## src/rtl/capability_map.svh

```systemverilog
`ifndef CAPABILITY_MAP_SVH
`define CAPABILITY_MAP_SVH

// Coprocessor register space address of the capability word
`define CAP3_REG_NUM 5'h10
`define CAP3_REG_SEL 3'h3

// Field positions inside the capability word
`define NEXT_PRESENT_BIT 31
`define PRIORITY_WIDTH_MSB 22
`define PRIORITY_WIDTH_LSB 21
`define SET_REVISION_MSB 20
`define SET_REVISION_LSB 18
`define MCU_EXTENSION_BIT 17
`define EXCEPTION_SET_BIT 16
`define SET_AVAILABILITY_MSB 15
`define SET_AVAILABILITY_LSB 14
`define USER_THREAD_BIT 13
`define TRACE_PRESENT_BIT 8
`define EXT_CONTROLLER_BIT 6
`define VECTORED_BIT 5

// Field values
`define PRIORITY_WIDTH_EIGHT 2'h1
`define PRIORITY_WIDTH_SIX 2'h0
`define SET_REVISION_ONE 3'h0

// Bits that may ever read as one, per variant
`define FULL_IMPL_MASK 32'h807fe160
`define MINIMAL_IMPL_MASK 32'h80000160

// Priority level bit positions in the status and cause words
`define STATUS_LEVEL_MSB 18
`define STATUS_LEVEL_SECOND 16
`define CAUSE_LEVEL_MSB 17
`define CAUSE_LEVEL_SECOND 16
`define LEVEL_LOW_LSB 10

`endif

```

## src/rtl/capability_pkg.sv

```systemverilog
package capability_pkg;

    typedef enum logic {
        VARIANT_FULL = 1'b0,
        VARIANT_MINIMAL = 1'b1
    } variant_t;

    typedef enum logic [1:0] {
        SET_BASE_ONLY = 2'h0,
        SET_COMPRESSED_ONLY = 2'h1,
        SET_BOTH_BASE_BOOT = 2'h2,
        SET_BOTH_COMPRESSED_BOOT = 2'h3
    } set_availability_t;

    // Gray sequence along the start-up path
    typedef enum logic [1:0] {
        ST_RESET = 2'h0,
        ST_CAPTURE = 2'h1,
        ST_READY = 2'h3
    } start_state_t;

endpackage

```

## src/rtl/priority_level_assembler.sv

```systemverilog
`timescale 1ns/10ps
module priority_level_assembler #(
    parameter int MSB_POS = 18,
    parameter int SECOND_POS = 16,
    parameter int LOW_LSB = 10
) (
    input wire logic [31:0] source_word,
    input wire logic eight_wide,
    output logic [7:0] level
);
    // Low six bits are contiguous; the two upper bits sit apart
    always_comb begin
        if (eight_wide) begin
            level = {source_word[MSB_POS], source_word[SECOND_POS],
                     source_word[LOW_LSB+5:LOW_LSB]};
        end else begin
            level = {2'h0, source_word[LOW_LSB+5:LOW_LSB]};
        end
    end
endmodule // priority_level_assembler

```

## src/rtl/capability_word_composer.sv

```systemverilog
`timescale 1ns/10ps
`include "capability_map.svh"
module capability_word_composer (
    input wire capability_pkg::variant_t variant,
    input wire logic priority_eight,
    input wire logic mcu_present,
    input wire logic exception_compressed,
    input wire capability_pkg::set_availability_t set_availability,
    input wire logic user_thread_present,
    input wire logic trace_present,
    output logic [31:0] word
);
    import capability_pkg::*;

    always_comb begin
        word = 32'h0;
        word[`NEXT_PRESENT_BIT] = 1'b1;
        word[`TRACE_PRESENT_BIT] = trace_present;
        word[`EXT_CONTROLLER_BIT] = 1'b1;
        word[`VECTORED_BIT] = 1'b1;
        if (variant == VARIANT_FULL) begin
            word[`PRIORITY_WIDTH_MSB:`PRIORITY_WIDTH_LSB] =
                priority_eight ? `PRIORITY_WIDTH_EIGHT : `PRIORITY_WIDTH_SIX;
            word[`SET_REVISION_MSB:`SET_REVISION_LSB] = `SET_REVISION_ONE;
            word[`MCU_EXTENSION_BIT] = mcu_present;
            word[`EXCEPTION_SET_BIT] = exception_compressed;
            word[`SET_AVAILABILITY_MSB:`SET_AVAILABILITY_LSB] = set_availability;
            word[`USER_THREAD_BIT] = user_thread_present;
        end
        // Everything outside the variant's mask stays zero
        if (variant == VARIANT_FULL) begin
            word = word & `FULL_IMPL_MASK;
        end else begin
            word = word & `MINIMAL_IMPL_MASK;
        end
    end
endmodule // capability_word_composer

```

## src/rtl/capability_register_three_unit.sv

```systemverilog
`timescale 1ns/10ps
`include "capability_map.svh"
module capability_register_three_unit #(
    parameter capability_pkg::variant_t VARIANT = capability_pkg::VARIANT_FULL
) (
    input wire logic mclk,
    input wire logic rst,
    input wire logic cop_read,
    input wire logic cop_write,
    input wire logic [4:0] cop_reg_num,
    input wire logic [2:0] cop_reg_sel,
    input wire logic [31:0] cop_wdata,
    output logic cop_ready,
    output logic cop_rvalid,
    output logic [31:0] cop_rdata,
    output logic cop_wack,
    input wire logic cfg_priority_eight,
    input wire logic cfg_mcu_present,
    input wire logic cfg_exception_compressed,
    input wire capability_pkg::set_availability_t cfg_set_availability,
    input wire logic cfg_user_thread_present,
    input wire logic cfg_trace_present,
    input wire logic [31:0] status_word,
    input wire logic [31:0] cause_word,
    output logic [7:0] status_priority_level,
    output logic [7:0] requested_priority_level,
    output logic [31:0] capability_word
);
    import capability_pkg::*;

    start_state_t state;
    logic priority_eight;
    logic mcu_present;
    logic exception_compressed;
    set_availability_t set_availability;
    logic user_thread_present;
    logic trace_present;
    logic eight_wide;
    logic hit;
    logic read_hit;
    logic [31:0] next_capability_word;
    logic [7:0] next_status_level;
    logic [7:0] next_requested_level;

    assign hit = (cop_reg_num == `CAP3_REG_NUM) && (cop_reg_sel == `CAP3_REG_SEL);
    assign cop_ready = (state == ST_READY);
    // Minimal variant has no width field, so levels stay six bits there
    assign eight_wide = (VARIANT == VARIANT_FULL) && priority_eight;

    // Straps are sampled once, on the first edge after reset release
    always_ff @(posedge mclk) begin
        if (rst) begin
            state <= ST_RESET;
        end else begin
            case (state)
                ST_RESET: begin
                    state <= ST_CAPTURE;
                end
                ST_CAPTURE: begin
                    state <= ST_READY;
                end
                ST_READY: begin
                    state <= ST_READY;
                end
                default: begin
                    state <= ST_RESET;
                end
            endcase
        end
    end

    always_ff @(posedge mclk) begin
        if (rst) begin
            priority_eight <= 1'b0;
            mcu_present <= 1'b0;
            exception_compressed <= 1'b0;
            set_availability <= SET_BASE_ONLY;
            user_thread_present <= 1'b0;
            trace_present <= 1'b0;
        end else if (state == ST_RESET) begin
            priority_eight <= cfg_priority_eight;
            mcu_present <= cfg_mcu_present;
            exception_compressed <= cfg_exception_compressed;
            set_availability <= cfg_set_availability;
            user_thread_present <= cfg_user_thread_present;
            trace_present <= cfg_trace_present;
        end
    end

    capability_word_composer composer (
        .variant(VARIANT),
        .priority_eight(priority_eight),
        .mcu_present(mcu_present),
        .exception_compressed(exception_compressed),
        .set_availability(set_availability),
        .user_thread_present(user_thread_present),
        .trace_present(trace_present),
        .word(next_capability_word)
    );

    // Loaded once; cop_wdata never reaches it, so software cannot alter it
    always_ff @(posedge mclk) begin
        if (rst) begin
            capability_word <= 32'h0;
        end else if (state == ST_CAPTURE) begin
            capability_word <= next_capability_word;
        end
    end

    // Reads answer one cycle later; other addresses in the space read zero
    always_ff @(posedge mclk) begin
        if (rst) begin
            cop_rvalid <= 1'b0;
            cop_rdata <= 32'h0;
            read_hit <= 1'b0;
        end else begin
            cop_rvalid <= cop_read && cop_ready;
            if (cop_read && cop_ready) begin
                cop_rdata <= hit ? capability_word : 32'h0;
                read_hit <= hit;
            end
        end
    end

    // Writes are acknowledged and dropped
    always_ff @(posedge mclk) begin
        if (rst) begin
            cop_wack <= 1'b0;
        end else begin
            cop_wack <= cop_write && cop_ready;
        end
    end

    priority_level_assembler #(
        .MSB_POS(`STATUS_LEVEL_MSB),
        .SECOND_POS(`STATUS_LEVEL_SECOND),
        .LOW_LSB(`LEVEL_LOW_LSB)
    ) status_assembler (
        .source_word(status_word),
        .eight_wide(eight_wide),
        .level(next_status_level)
    );

    priority_level_assembler #(
        .MSB_POS(`CAUSE_LEVEL_MSB),
        .SECOND_POS(`CAUSE_LEVEL_SECOND),
        .LOW_LSB(`LEVEL_LOW_LSB)
    ) cause_assembler (
        .source_word(cause_word),
        .eight_wide(eight_wide),
        .level(next_requested_level)
    );

    always_ff @(posedge mclk) begin
        if (rst) begin
            status_priority_level <= 8'h0;
            requested_priority_level <= 8'h0;
        end else begin
            status_priority_level <= next_status_level;
            requested_priority_level <= next_requested_level;
        end
    end

    logic answer_hit;
    assign answer_hit = cop_rvalid && read_hit;
endmodule // capability_register_three_unit

```

## config.mk

```make
export PLATFORM = sky130hd
export DESIGN_NAME = capability_register_three_unit
export DESIGN_NICKNAME = d
export VERILOG_FILES = /design/src/rtl/capability_pkg.sv /design/src/rtl/priority_level_assembler.sv /design/src/rtl/capability_word_composer.sv /design/src/rtl/capability_register_three_unit.sv
export VERILOG_INCLUDE_DIRS = /design/src /design/src/rtl
export SDC_FILE = /design/constraint.sdc
export NUM_CORES = 1
export LEC_CHECK = 0
export ABC_AREA = 1
export BUFFER_PORTS_ARGS = -buffer_cell sky130_fd_sc_hd__buf_2
export CORE_MARGIN = 5
export CORE_UTILIZATION = 37
export CTS_BUF_LIST = sky130_fd_sc_hd__clkbuf_8 sky130_fd_sc_hd__clkbuf_16
export DETAILED_ROUTE_END_ITERATION = 8
export GPL_ROUTABILITY_DRIVEN = 0
export GPL_TIMING_DRIVEN = 0
export HOLD_SLACK_MARGIN = 0.12
export PLACE_DENSITY = 0.84
export RECOVER_POWER = 25
export SYNTH_ARGS = -nofsm -noshare
export SYNTH_HDL_FRONTEND = slang
export SYNTH_SLANG_ARGS = --single-unit
```

## constraint.sdc

```tcl
create_clock -name mclk -period 2 [get_ports mclk]
set_input_delay 0.4 -clock mclk [delete_from_list [all_inputs] [get_ports mclk]]
set_output_delay 0.4 -clock mclk [all_outputs]
set_load 0.1 [all_outputs]
```

==> results of run 1 <==
[per-stage QoR]
step	setup WS (ns)	std cells	util	hold WS, ns
after floorplan	0.191	267	-	0.450
after global placement	0.575	406	0.511	0.459
after detailed placement	0.561	406	0.511	0.461
after CTS	0.229	414	0.528	0.296
after global routing	0.179	414	0.527	0.297
final	0.250	414	0.527	0.308
[area by class of cell]
cell class / instances / area [sq um] / share of cell area
flip-flops and latches: 43 / 861 / 0.341
multi-input cells: 144 / 637 / 0.252
plain buffers: 53 / 399 / 0.158
repair buffers: 72 / 360 / 0.143
inverters: 27 / 101 / 0.0402
well taps: 67 / 83.8 / 0.0332
clock buffers: 5 / 68.8 / 0.0273
clock inverters: 3 / 12.5 / 0.00496
[power groups by stage]
stage | sequential, uW | combinational [uW] | clock [uW]
2_1_floorplan | 1200 | 555 | 0
4_1_cts | 935 | 902 | 529
3_5_place_dp | 954 | 900 | 0
5_1_grt | 940 | 939 | 568
3_3_place_gp | 952 | 894 | 0
6_report | 935 | 902 | 502
[per-layer routing]
metal	global-route usage	up-vias
li1	-	836
met1	0.130	649
met2	0.222	68
met3	0.0617	4
met4	0.0456	0
met5	0	-
[synth_stat cells (all sizes together)]
master,n,area share
a21oi,9,0.029
buf,51,0.21
clkbuf,2,0.0061
conb,1,0.0020
dfxtp,43,0.47
inv,27,0.055
nand2,7,0.018
nand3,8,0.022
nor2,53,0.12
nor3,1,0.0027
o21ai,22,0.064
[sequential cells by signal, summed over array words and instances, names as in the netlist]
register and cells:
capability_word 8, cop_rdata 8, cop_rvalid 1, cop_wack 1
eight_wide 1, exception_compressed 1, mcu_present 1, requested_priority_level 8
set_availability 2, state 2, status_priority_level 8, trace_present 1
user_thread_present 1
[final timing paths]
check / startpoint / to / cells past startpoint
setup / recovery: state[1]$_SDFF_PP0_ / cop_ready / 3
hold / removal: cause_word[12] / requested_priority_level[2]$_SDFF_PP0_ / 3
setup reg to reg: state[1]$_SDFF_PP0_ / set_availability[1]$_SDFFE_PP0N_ / 4
hold reg to reg: trace_present$_SDFFE_PP0N_ / capability_word[8]$_SDFFE_PP0N_ / 2
[logic make-up after synthesis]
logic type / Yosys count / share of synthesized area
flip-flops: 43 / 0.468
buffers and inverters: 80 / 0.273
other: 1 / 0.00204
AO/OA/AOI/OAI: 31 / 0.0925
AND/OR/NAND/NOR: 69 / 0.164
[critical path, cell delays in order (launching register included)]
cell and delay [ns]:
dfxtp_1 0.46, nand2_4 0.12, inv_1 0.06, buf_2 0.42
[layout by cell type (no fill, tap or decap), types with 2 or more instances in the layout]
master	count
buf_2	72
nor2_1	51
buf_4	48
conb_1	44
dfxtp_1	43
inv_1	29
o21ai_0	20
nand3_1	8
a21oi_1	7
nand2_1	6
clkbuf_8	5
clkbuf_1	3
o21ai_2	2
a21oi_2	2
==> impl_metrics.csv, run 1 <==
group,metric,value,unit
logic_synthesis,syn_area_per_cell,8.21,sq um
timing,max_freq,571,MHz
timing,final.setup_skew,0.00602,ns
outcome,outcome,"completed",
clock_tree,cts_tree,"built",
clock_tree,cts_buffers,5,
power,total_power,2340,uW
clock_tree,root_buffer,"clkbuf_8",
floorplan,initial_core_util,0.384,
setup_path,worstPathArrival,1.35,ns
power,power.internal,1290,uW
floorplan,die-area,6480,sq um
power,switchingPower,1050,uW
layout,drive_gt1_frac,0.389,
route,drtPass1Iterations,4,
clock_tree,cts_buffer_depth,2,
hold_path,min_path_type,"primary input to register",
power,vdd_ir_drop_max,351,uV
layout,nets,461,
route,drc,0,
timing,maxSlewViolCount,0,
timing,tightest_slew,0.514,ns
global_routing,grt_start_max_net_pins,13,
setup_path,crit_fanout,4,
global_routing,grt_pass1_vias,1508,
logic_synthesis,synth.distinct_cells,19,
timing,min_period,1.75,ns
logic_synthesis,netlist_area,1840,sq um
setup_path,cp-start-kind,"register",
route,routedWlPerCell,10.1,um
clock_tree,clock_latency,0.29,ns
logic_synthesis,synth-seq-cells,43,
global_routing,grtUsageTotal,0.127,
timing,relSlewSlack,0.656,
timing,min_period_over_period,0.875,
flow_run,cap_violations,0,
clock_tree,clk_pin_slew,0.07,ns
floorplan,fp.dieH,80.5,um
placed_design,place_area,2440,sq um
timing,hold_viol_final,0,
power,combPwrFrac,0.386,
global_routing,grt_first_pass_wirelength,6380,um
logic_synthesis,yosysWarnings,0,
power,p_leak,0.00149,uW
clock_tree,post_cts_buffers,0,
route,top_layer,"met4",
floorplan,core,4790,sq um
route,wl_met3,455,um
floorplan,num_rows,25,
route,vias_per_cell,3.76,
route,drtIter0Drc,45,
power,switching_share,0.450,
setup_path,cp-end-kind,"output pin",
logic_synthesis,seq_area_frac_synth,0.468,
placed_design,dpl.hpwl,3440,um
layout,num-fill-cells,476,
route,drt_wl_total,4190,um
route,wl_met2,2110,um
layout,final_area,2520,sq um
power,p_seq_frac,0.400,
route,met1Wirelength,1580,um
timing,grt_setup_unrepaired,"no",
placed_design,port_buffers,72,
power,clockPowerShare,0.215,
floorplan,io-pin-count,198,
power,power_density,927,nW/um^2
global_routing,grt_overflow,0,
clock_tree,cts_sinks,43,
clock_tree,cts_resized,0,
layout,syn_to_final_growth,37.2,%
global_routing,antenna_found_initial,0,
route,num_vias,1557,
clock_tree,cts_hold_buf,0,
setup_path,regToRegSetupSlack,0.77,ns
setup_path,worstPathRequired,1.60,ns
route,ant_nets,0,
layout,antenna_cells,0,
timing,setup_viol_count_final,0,
logic_synthesis,syn_inst,224,
floorplan,die_w,80.5,um
timing,tns,0,ns
clock_tree,htreeDepth,2,
setup_path,critPathKind,"register to output pin",
No activity file was read; power rests on OpenSTA's default activity.
==> run 2: changes to the inputs <==
--- a/config.mk
+++ b/config.mk
@@ -16,4 +16,5 @@
 export GPL_TIMING_DRIVEN = 0
 export HOLD_SLACK_MARGIN = 0.12
+export MAX_ROUTING_LAYER = met4
 export PLACE_DENSITY = 0.84
 export RECOVER_POWER = 25
==> constraint.sdc (replaced) <==
create_clock -name mclk -period 2.1 [get_ports mclk]
set_input_delay 0.42 -clock mclk [delete_from_list [all_inputs] [get_ports mclk]]
set_output_delay 0.42 -clock mclk [all_outputs]
set_load 0.01 [all_outputs]
==> run 2 against run 1 <==
Sequential power is 4.9% lower. Clock skew hardly changed. First-iteration DRC count is 11% higher. Global-route usage is 0.26 points higher. Largest power group unchanged. Wire length is 0.43% lower. Worst setup slack better by 0.29 ns. Sequential share of layout area is 0.10 points higher. Design area is 0.30% lower. Clock power is 4.6% lower.
==> impl_metrics.csv, run 2 (synthesized netlist as in run 1, its figures left out) <==
group,metric,value,unit
outcome,outcome,"completed",
clock_tree,cts_sinks,43,
floorplan,io-pin-count,198,
setup_path,crit_start,"state[1]$_SDFF_PP0_",
setup_path,regToRegSetupSlack,0.89,ns
global_routing,grt_first_pass_wirelength,6380,um
setup_path,cp-start-kind,"register",
route,vias_per_cell,3.78,
clock_tree,cts_tree,"built",
placed_design,dpl.hpwl,3440,um
flow_run,cap_violations,0,
setup_path,cp-end-kind,"output pin",
power,p_leak,0.00149,uW
clock_tree,cts_buffers,5,
timing,hold_ws,0.330,ns
layout,final_cell_mix,"buf_2 (72), nor2_1 (51), buf_4 (48)",
layout,nets,461,
clock_tree,cts_hold_buf,0,
floorplan,die-area,6480,sq um
timing,relSlewSlack,0.657,
timing,setup_viol_count_final,0,
clock_tree,post_cts_buffers,0,
timing,min_period_over_period,0.745,
route,ant_nets,0,
clock_tree,cts_buffer_depth,2,
hold_path,min_path_type,"primary input to register",
global_routing,grt_overflow,0,
setup_path,crit_end,"cop_ready",
clock_tree,htreeDepth,2,
route,drt_wl_total,4170,um
route,met1Wirelength,1620,um
setup_path,critPathKind,"register to output pin",
layout,final_util,0.526,
route,wl_met2,2100,um
timing,tns,0,ns
global_routing,grt_pass1_vias,1503,
timing,maxSlewViolCount,0,
layout,syn_to_final_growth,36.8,%
timing,final.setup_skew,0.00585,ns
global_routing,grtUsageTotal,0.129,
setup_path,r2r-start,"state[1]$_SDFF_PP0_",
timing,tightest_slew,0.513,ns
clock_tree,clk_pin_slew,0.07,ns
timing,grt_setup_unrepaired,"no",
layout,layout_commonest_cell,"buf_2",
floorplan,fp.dieH,80.5,um
route,drc,0,
route,drtIter0Drc,50,
setup_path,r2r_end,"set_availability[1]$_SDFFE_PP0N_",
floorplan,num_rows,25,
route,wl_met3,408,um
route,drtPass1Iterations,4,
route,num_vias,1563,
clock_tree,cts_resized,0,
layout,drive_gt1_frac,0.386,
setup_path,crit_fanout,4,
power,power_density,658,nW/um^2
power,total_power,1660,uW
floorplan,initial_core_util,0.384,
clock_tree,clock_latency,0.29,ns
power,vdd_ir_drop_max,254,uV
placed_design,port_buffers,72,
layout,antenna_cells,0,
timing,min_period,1.56,ns
floorplan,die_w,80.5,um
floorplan,core,4790,sq um
setup_path,worstPathArrival,1.14,ns
global_routing,antenna_found_initial,0,
timing,hold_viol_final,0,
route,routedWlPerCell,10.1,um
setup_path,worstPathRequired,1.68,ns
timing,max_freq,639,MHz
route,top_layer,"met4",
global_routing,grt_start_max_net_pins,13,
clock_tree,root_buffer,"clkbuf_8",
setup_path,reg2regPathDepth,4,
## run 2: final cells by class
class                      instances  area (sq um)
clock inverter                     3          12.5
timing repair buffer              72           360
multi-input combinational        144           629
tap                               67          83.8
buffer                            53           399
fill                             478          2270
clock buffer                       5          68.8
sequential                        43           861
inverter                          27           101
## run 2: how the worst min path moves through the flow
stage	start	to	slack, ns	depth (start not counted)
2_1_floorplan	user_thread_present$_SDFFE_PP0N_	capability_word[13]$_SDFFE_PP0N_	0.45	2
3_3_place_gp	trace_present$_SDFFE_PP0N_	capability_word[8]$_SDFFE_PP0N_	0.46	2
3_5_place_dp	trace_present$_SDFFE_PP0N_	capability_word[8]$_SDFFE_PP0N_	0.46	2
4_1_cts	cause_word[11]	requested_priority_level[1]$_SDFF_PP0_	0.32	3
5_1_grt	cause_word[11]	requested_priority_level[1]$_SDFF_PP0_	0.32	3
6_report	cause_word[12]	requested_priority_level[2]$_SDFF_PP0_	0.33	3
## run 2: worst max-delay path, cell delays in order, from the launching register on
cell and delay [ns]:
dfxtp_1 0.42, nand2_1 0.22, inv_1 0.09, buf_2 0.13
## run 2: stage by stage
step                area (sq um)  setup WS [ns]  instances
floorplan                   2000          0.999        267
finish                      2520          0.536        414
detailed placement          2440          0.688        406
global route                2520          0.436        414
global placement            2440          0.758        406
CTS                         2530          0.605        414
## run 2: power breakdown
group | leakage [uW] | switching [uW] | total [uW] | internal [uW]
combinational | 0.00108 | 154 | 290 | 136
sequential | 0.000355 | 26.0 | 889 | 863
clock | 0.0000505 | 255 | 479 | 224
## run 2: per-layer routing
layer,global-route usage,vias to the layer above
met4,0.0405,0
met1,0.135,652
met2,0.222,68
met5,-,-
li1,-,838
met3,0.0549,5
==> run 3: changes to the inputs <==
- CORE_UTILIZATION: 37 -> 31
- PLACE_DENSITY: 0.84 -> 0.75
- clock period: 2.1 -> 1.4 ns (I/O delays scaled with it)
==> run 3 against run 2 <==
Worst hold slack worse by 0.14 ns. Power is 61% higher. Utilization is 8.9 points lower. Design area is 1.6% higher. Sequential share of layout area is 0.49 points lower. Flip-flop and latch count stayed put. Register-to-register slack worse by 0.65 ns. Non-clock buffer count stayed put. Via count is 0.90% higher. Critical endpoint unchanged. Cell count is 1.7% higher. Largest cell class unchanged.
==> impl_metrics.csv, run 3 (synthesized netlist as in run 1, its figures left out) <==
group,metric,value,unit
global_routing,antenna_found_initial,0,
setup_path,r2r-start,"state[0]$_SDFF_PP0_",
flow_run,cap_violations,0,
global_routing,grt_start_max_net_pins,13,
global_routing,grt_overflow,0,
route,drtIter0Drc,58,
global_routing,grtUsageTotal,0.104,
setup_path,crit_path_max_incr_delay,0.40,ns
timing,tns,0,ns
clock_tree,htreeDepth,2,
placed_design,place_area,2450,sq um
setup_path,crit_fanout,4,
hold_path,min_path_type,"primary input to register",
floorplan,num_rows,28,
power,vdd_ir_drop_max,372,uV
placed_design,dpl.hpwl,3320,um
timing,max_freq,801,MHz
timing,grt_setup_unrepaired,"no",
timing,min_period_over_period,0.892,
global_routing,grt_first_pass_wirelength,6250,um
setup_path,slowest_stage,"dfxtp_1",
route,drt_wl_total,4020,um
layout,nets,461,
timing,tightest_slew,0.499,ns
route,vias_per_cell,3.75,
floorplan,fp.dieH,87.0,um
clock_tree,cts_sinks,43,
setup_path,worstPathRequired,1.12,ns
setup_path,r2r_end,"trace_present$_SDFFE_PP0N_",
setup_path,reg2regPathDepth,4,
setup_path,cp-end-kind,"output pin",
layout,layout_commonest_cell,"buf_2",
clock_tree,cts_buffer_depth,2,
floorplan,core,5850,sq um
placed_design,port_buffers,72,
setup_path,crit_end,"cop_ready",
timing,hold_viol_final,0,
clock_tree,root_buffer,"clkbuf_8",
layout,num-fill-cells,611,
floorplan,die-area,7570,sq um
clock_tree,cts_tree,"built",
timing,final.setup_skew,0.00453,ns
clock_tree,cts_hold_buf,0,
global_routing,grt_pass1_vias,1418,
clock_tree,clk_pin_slew,0.08,ns
timing,finalWorstSetupSlack,0.152,ns
placed_design,pre_cts_slack,0.182,ns
layout,final_area,2560,sq um
power,power_density,1040,nW/um^2
timing,setup_viol_count_final,0,
layout,final_cell_mix,"buf_2 (72), nor2_1 (51), buf_4 (48)",
layout,syn_to_final_growth,39.0,%
floorplan,io-pin-count,198,
outcome,outcome,"completed",
power,p_leak,0.00150,uW
floorplan,initial_core_util,0.314,
timing,relSlewSlack,0.666,
floorplan,die_w,87.0,um
clock_tree,cts_buffers,5,
route,num_vias,1577,
setup_path,cp_cell_sequence,"nand2_4 -> inv_1 -> buf_2",
timing,maxSlewViolCount,0,
setup_path,cp-start-kind,"register",
setup_path,crit_start,"state[0]$_SDFF_PP0_",
setup_path,regToRegSetupSlack,0.24,ns
clock_tree,clock_latency,0.28,ns
route,drc,0,
route,ant_nets,0,
setup_path,critPathKind,"register to output pin",
setup_path,worstPathArrival,0.97,ns
layout,seq_area,862,sq um
layout,multiInputGateArea,637,sq um
route,routedWlPerCell,9.55,um
layout,drive_gt1_frac,0.393,
clock_tree,post_cts_buffers,0,
timing,min_period,1.25,ns
route,drtPass1Iterations,4,
layout,antenna_cells,0,
[run 3: timing repair]
action,4_1_cts,5_1_grt
hold endpoints to repair,0,0
endpoints found under the setup margin,0,1
resized for setup,0,1
[run 3: final cells by class]
class	instances	area share
Sequential cell	43	0.337
Multi-Input combinational cell	144	0.249
Buffer	53	0.156
Timing Repair Buffer	72	0.141
Inverter	27	0.0396
Tap cell	75	0.0367
Clock buffer	5	0.0269
Clock inverter	2	0.0132
[run 3: worst min-delay path by stage]
| stage | start | end | slack (ns) | cells past startpoint |
|---|---|---|---|---|
| 6_report | cause_word[10] | requested_priority_level[0]$_SDFF_PP0_ | 0.19 | 3 |
| 5_1_grt | cause_word[13] | requested_priority_level[3]$_SDFF_PP0_ | 0.19 | 3 |
| 4_1_cts | cause_word[13] | requested_priority_level[3]$_SDFF_PP0_ | 0.18 | 3 |
| 3_5_place_dp | trace_present$_SDFFE_PP0N_ | capability_word[8]$_SDFFE_PP0N_ | 0.47 | 2 |
| 3_3_place_gp | user_thread_present$_SDFFE_PP0N_ | capability_word[13]$_SDFFE_PP0N_ | 0.46 | 2 |
| 2_1_floorplan | cause_word[10] | requested_priority_level[0]$_SDFF_PP0_ | 0.39 | 2 |
[run 3: metrics by stage]
stage,power (uW),util,hold slack (ns),instances
after floorplan,1660,-,0.387,267
after detailed placement,1790,0.420,0.468,414
after CTS,2690,0.437,0.178,421
after global placement,1780,0.420,0.464,414
after global routing,2790,0.437,0.188,421
final,2670,0.437,0.191,421
[run 3: worst max-delay path, delay by kind of cell, from the launching register on]
kind                   cells  cell delay [ns]
AND/OR/NAND/NOR            1             0.10
buffers and inverters      2             0.18
flip-flops                 1             0.40
[run 3: per-layer routing]
layer / global-route usage / part of all wire / wire (um)
met2: 0.175 / 0.50 / 2010
met5: - / 0 / 0
met1: 0.113 / 0.37 / 1500
met4: 0.0340 / 0.014 / 55
met3: 0.0378 / 0.11 / 460
[run 3: power breakdown]
part | switching (uW) | internal (uW)
Clock | 386 | 515
Sequential | 42.1 | 1290
Combinational | 226 | 205
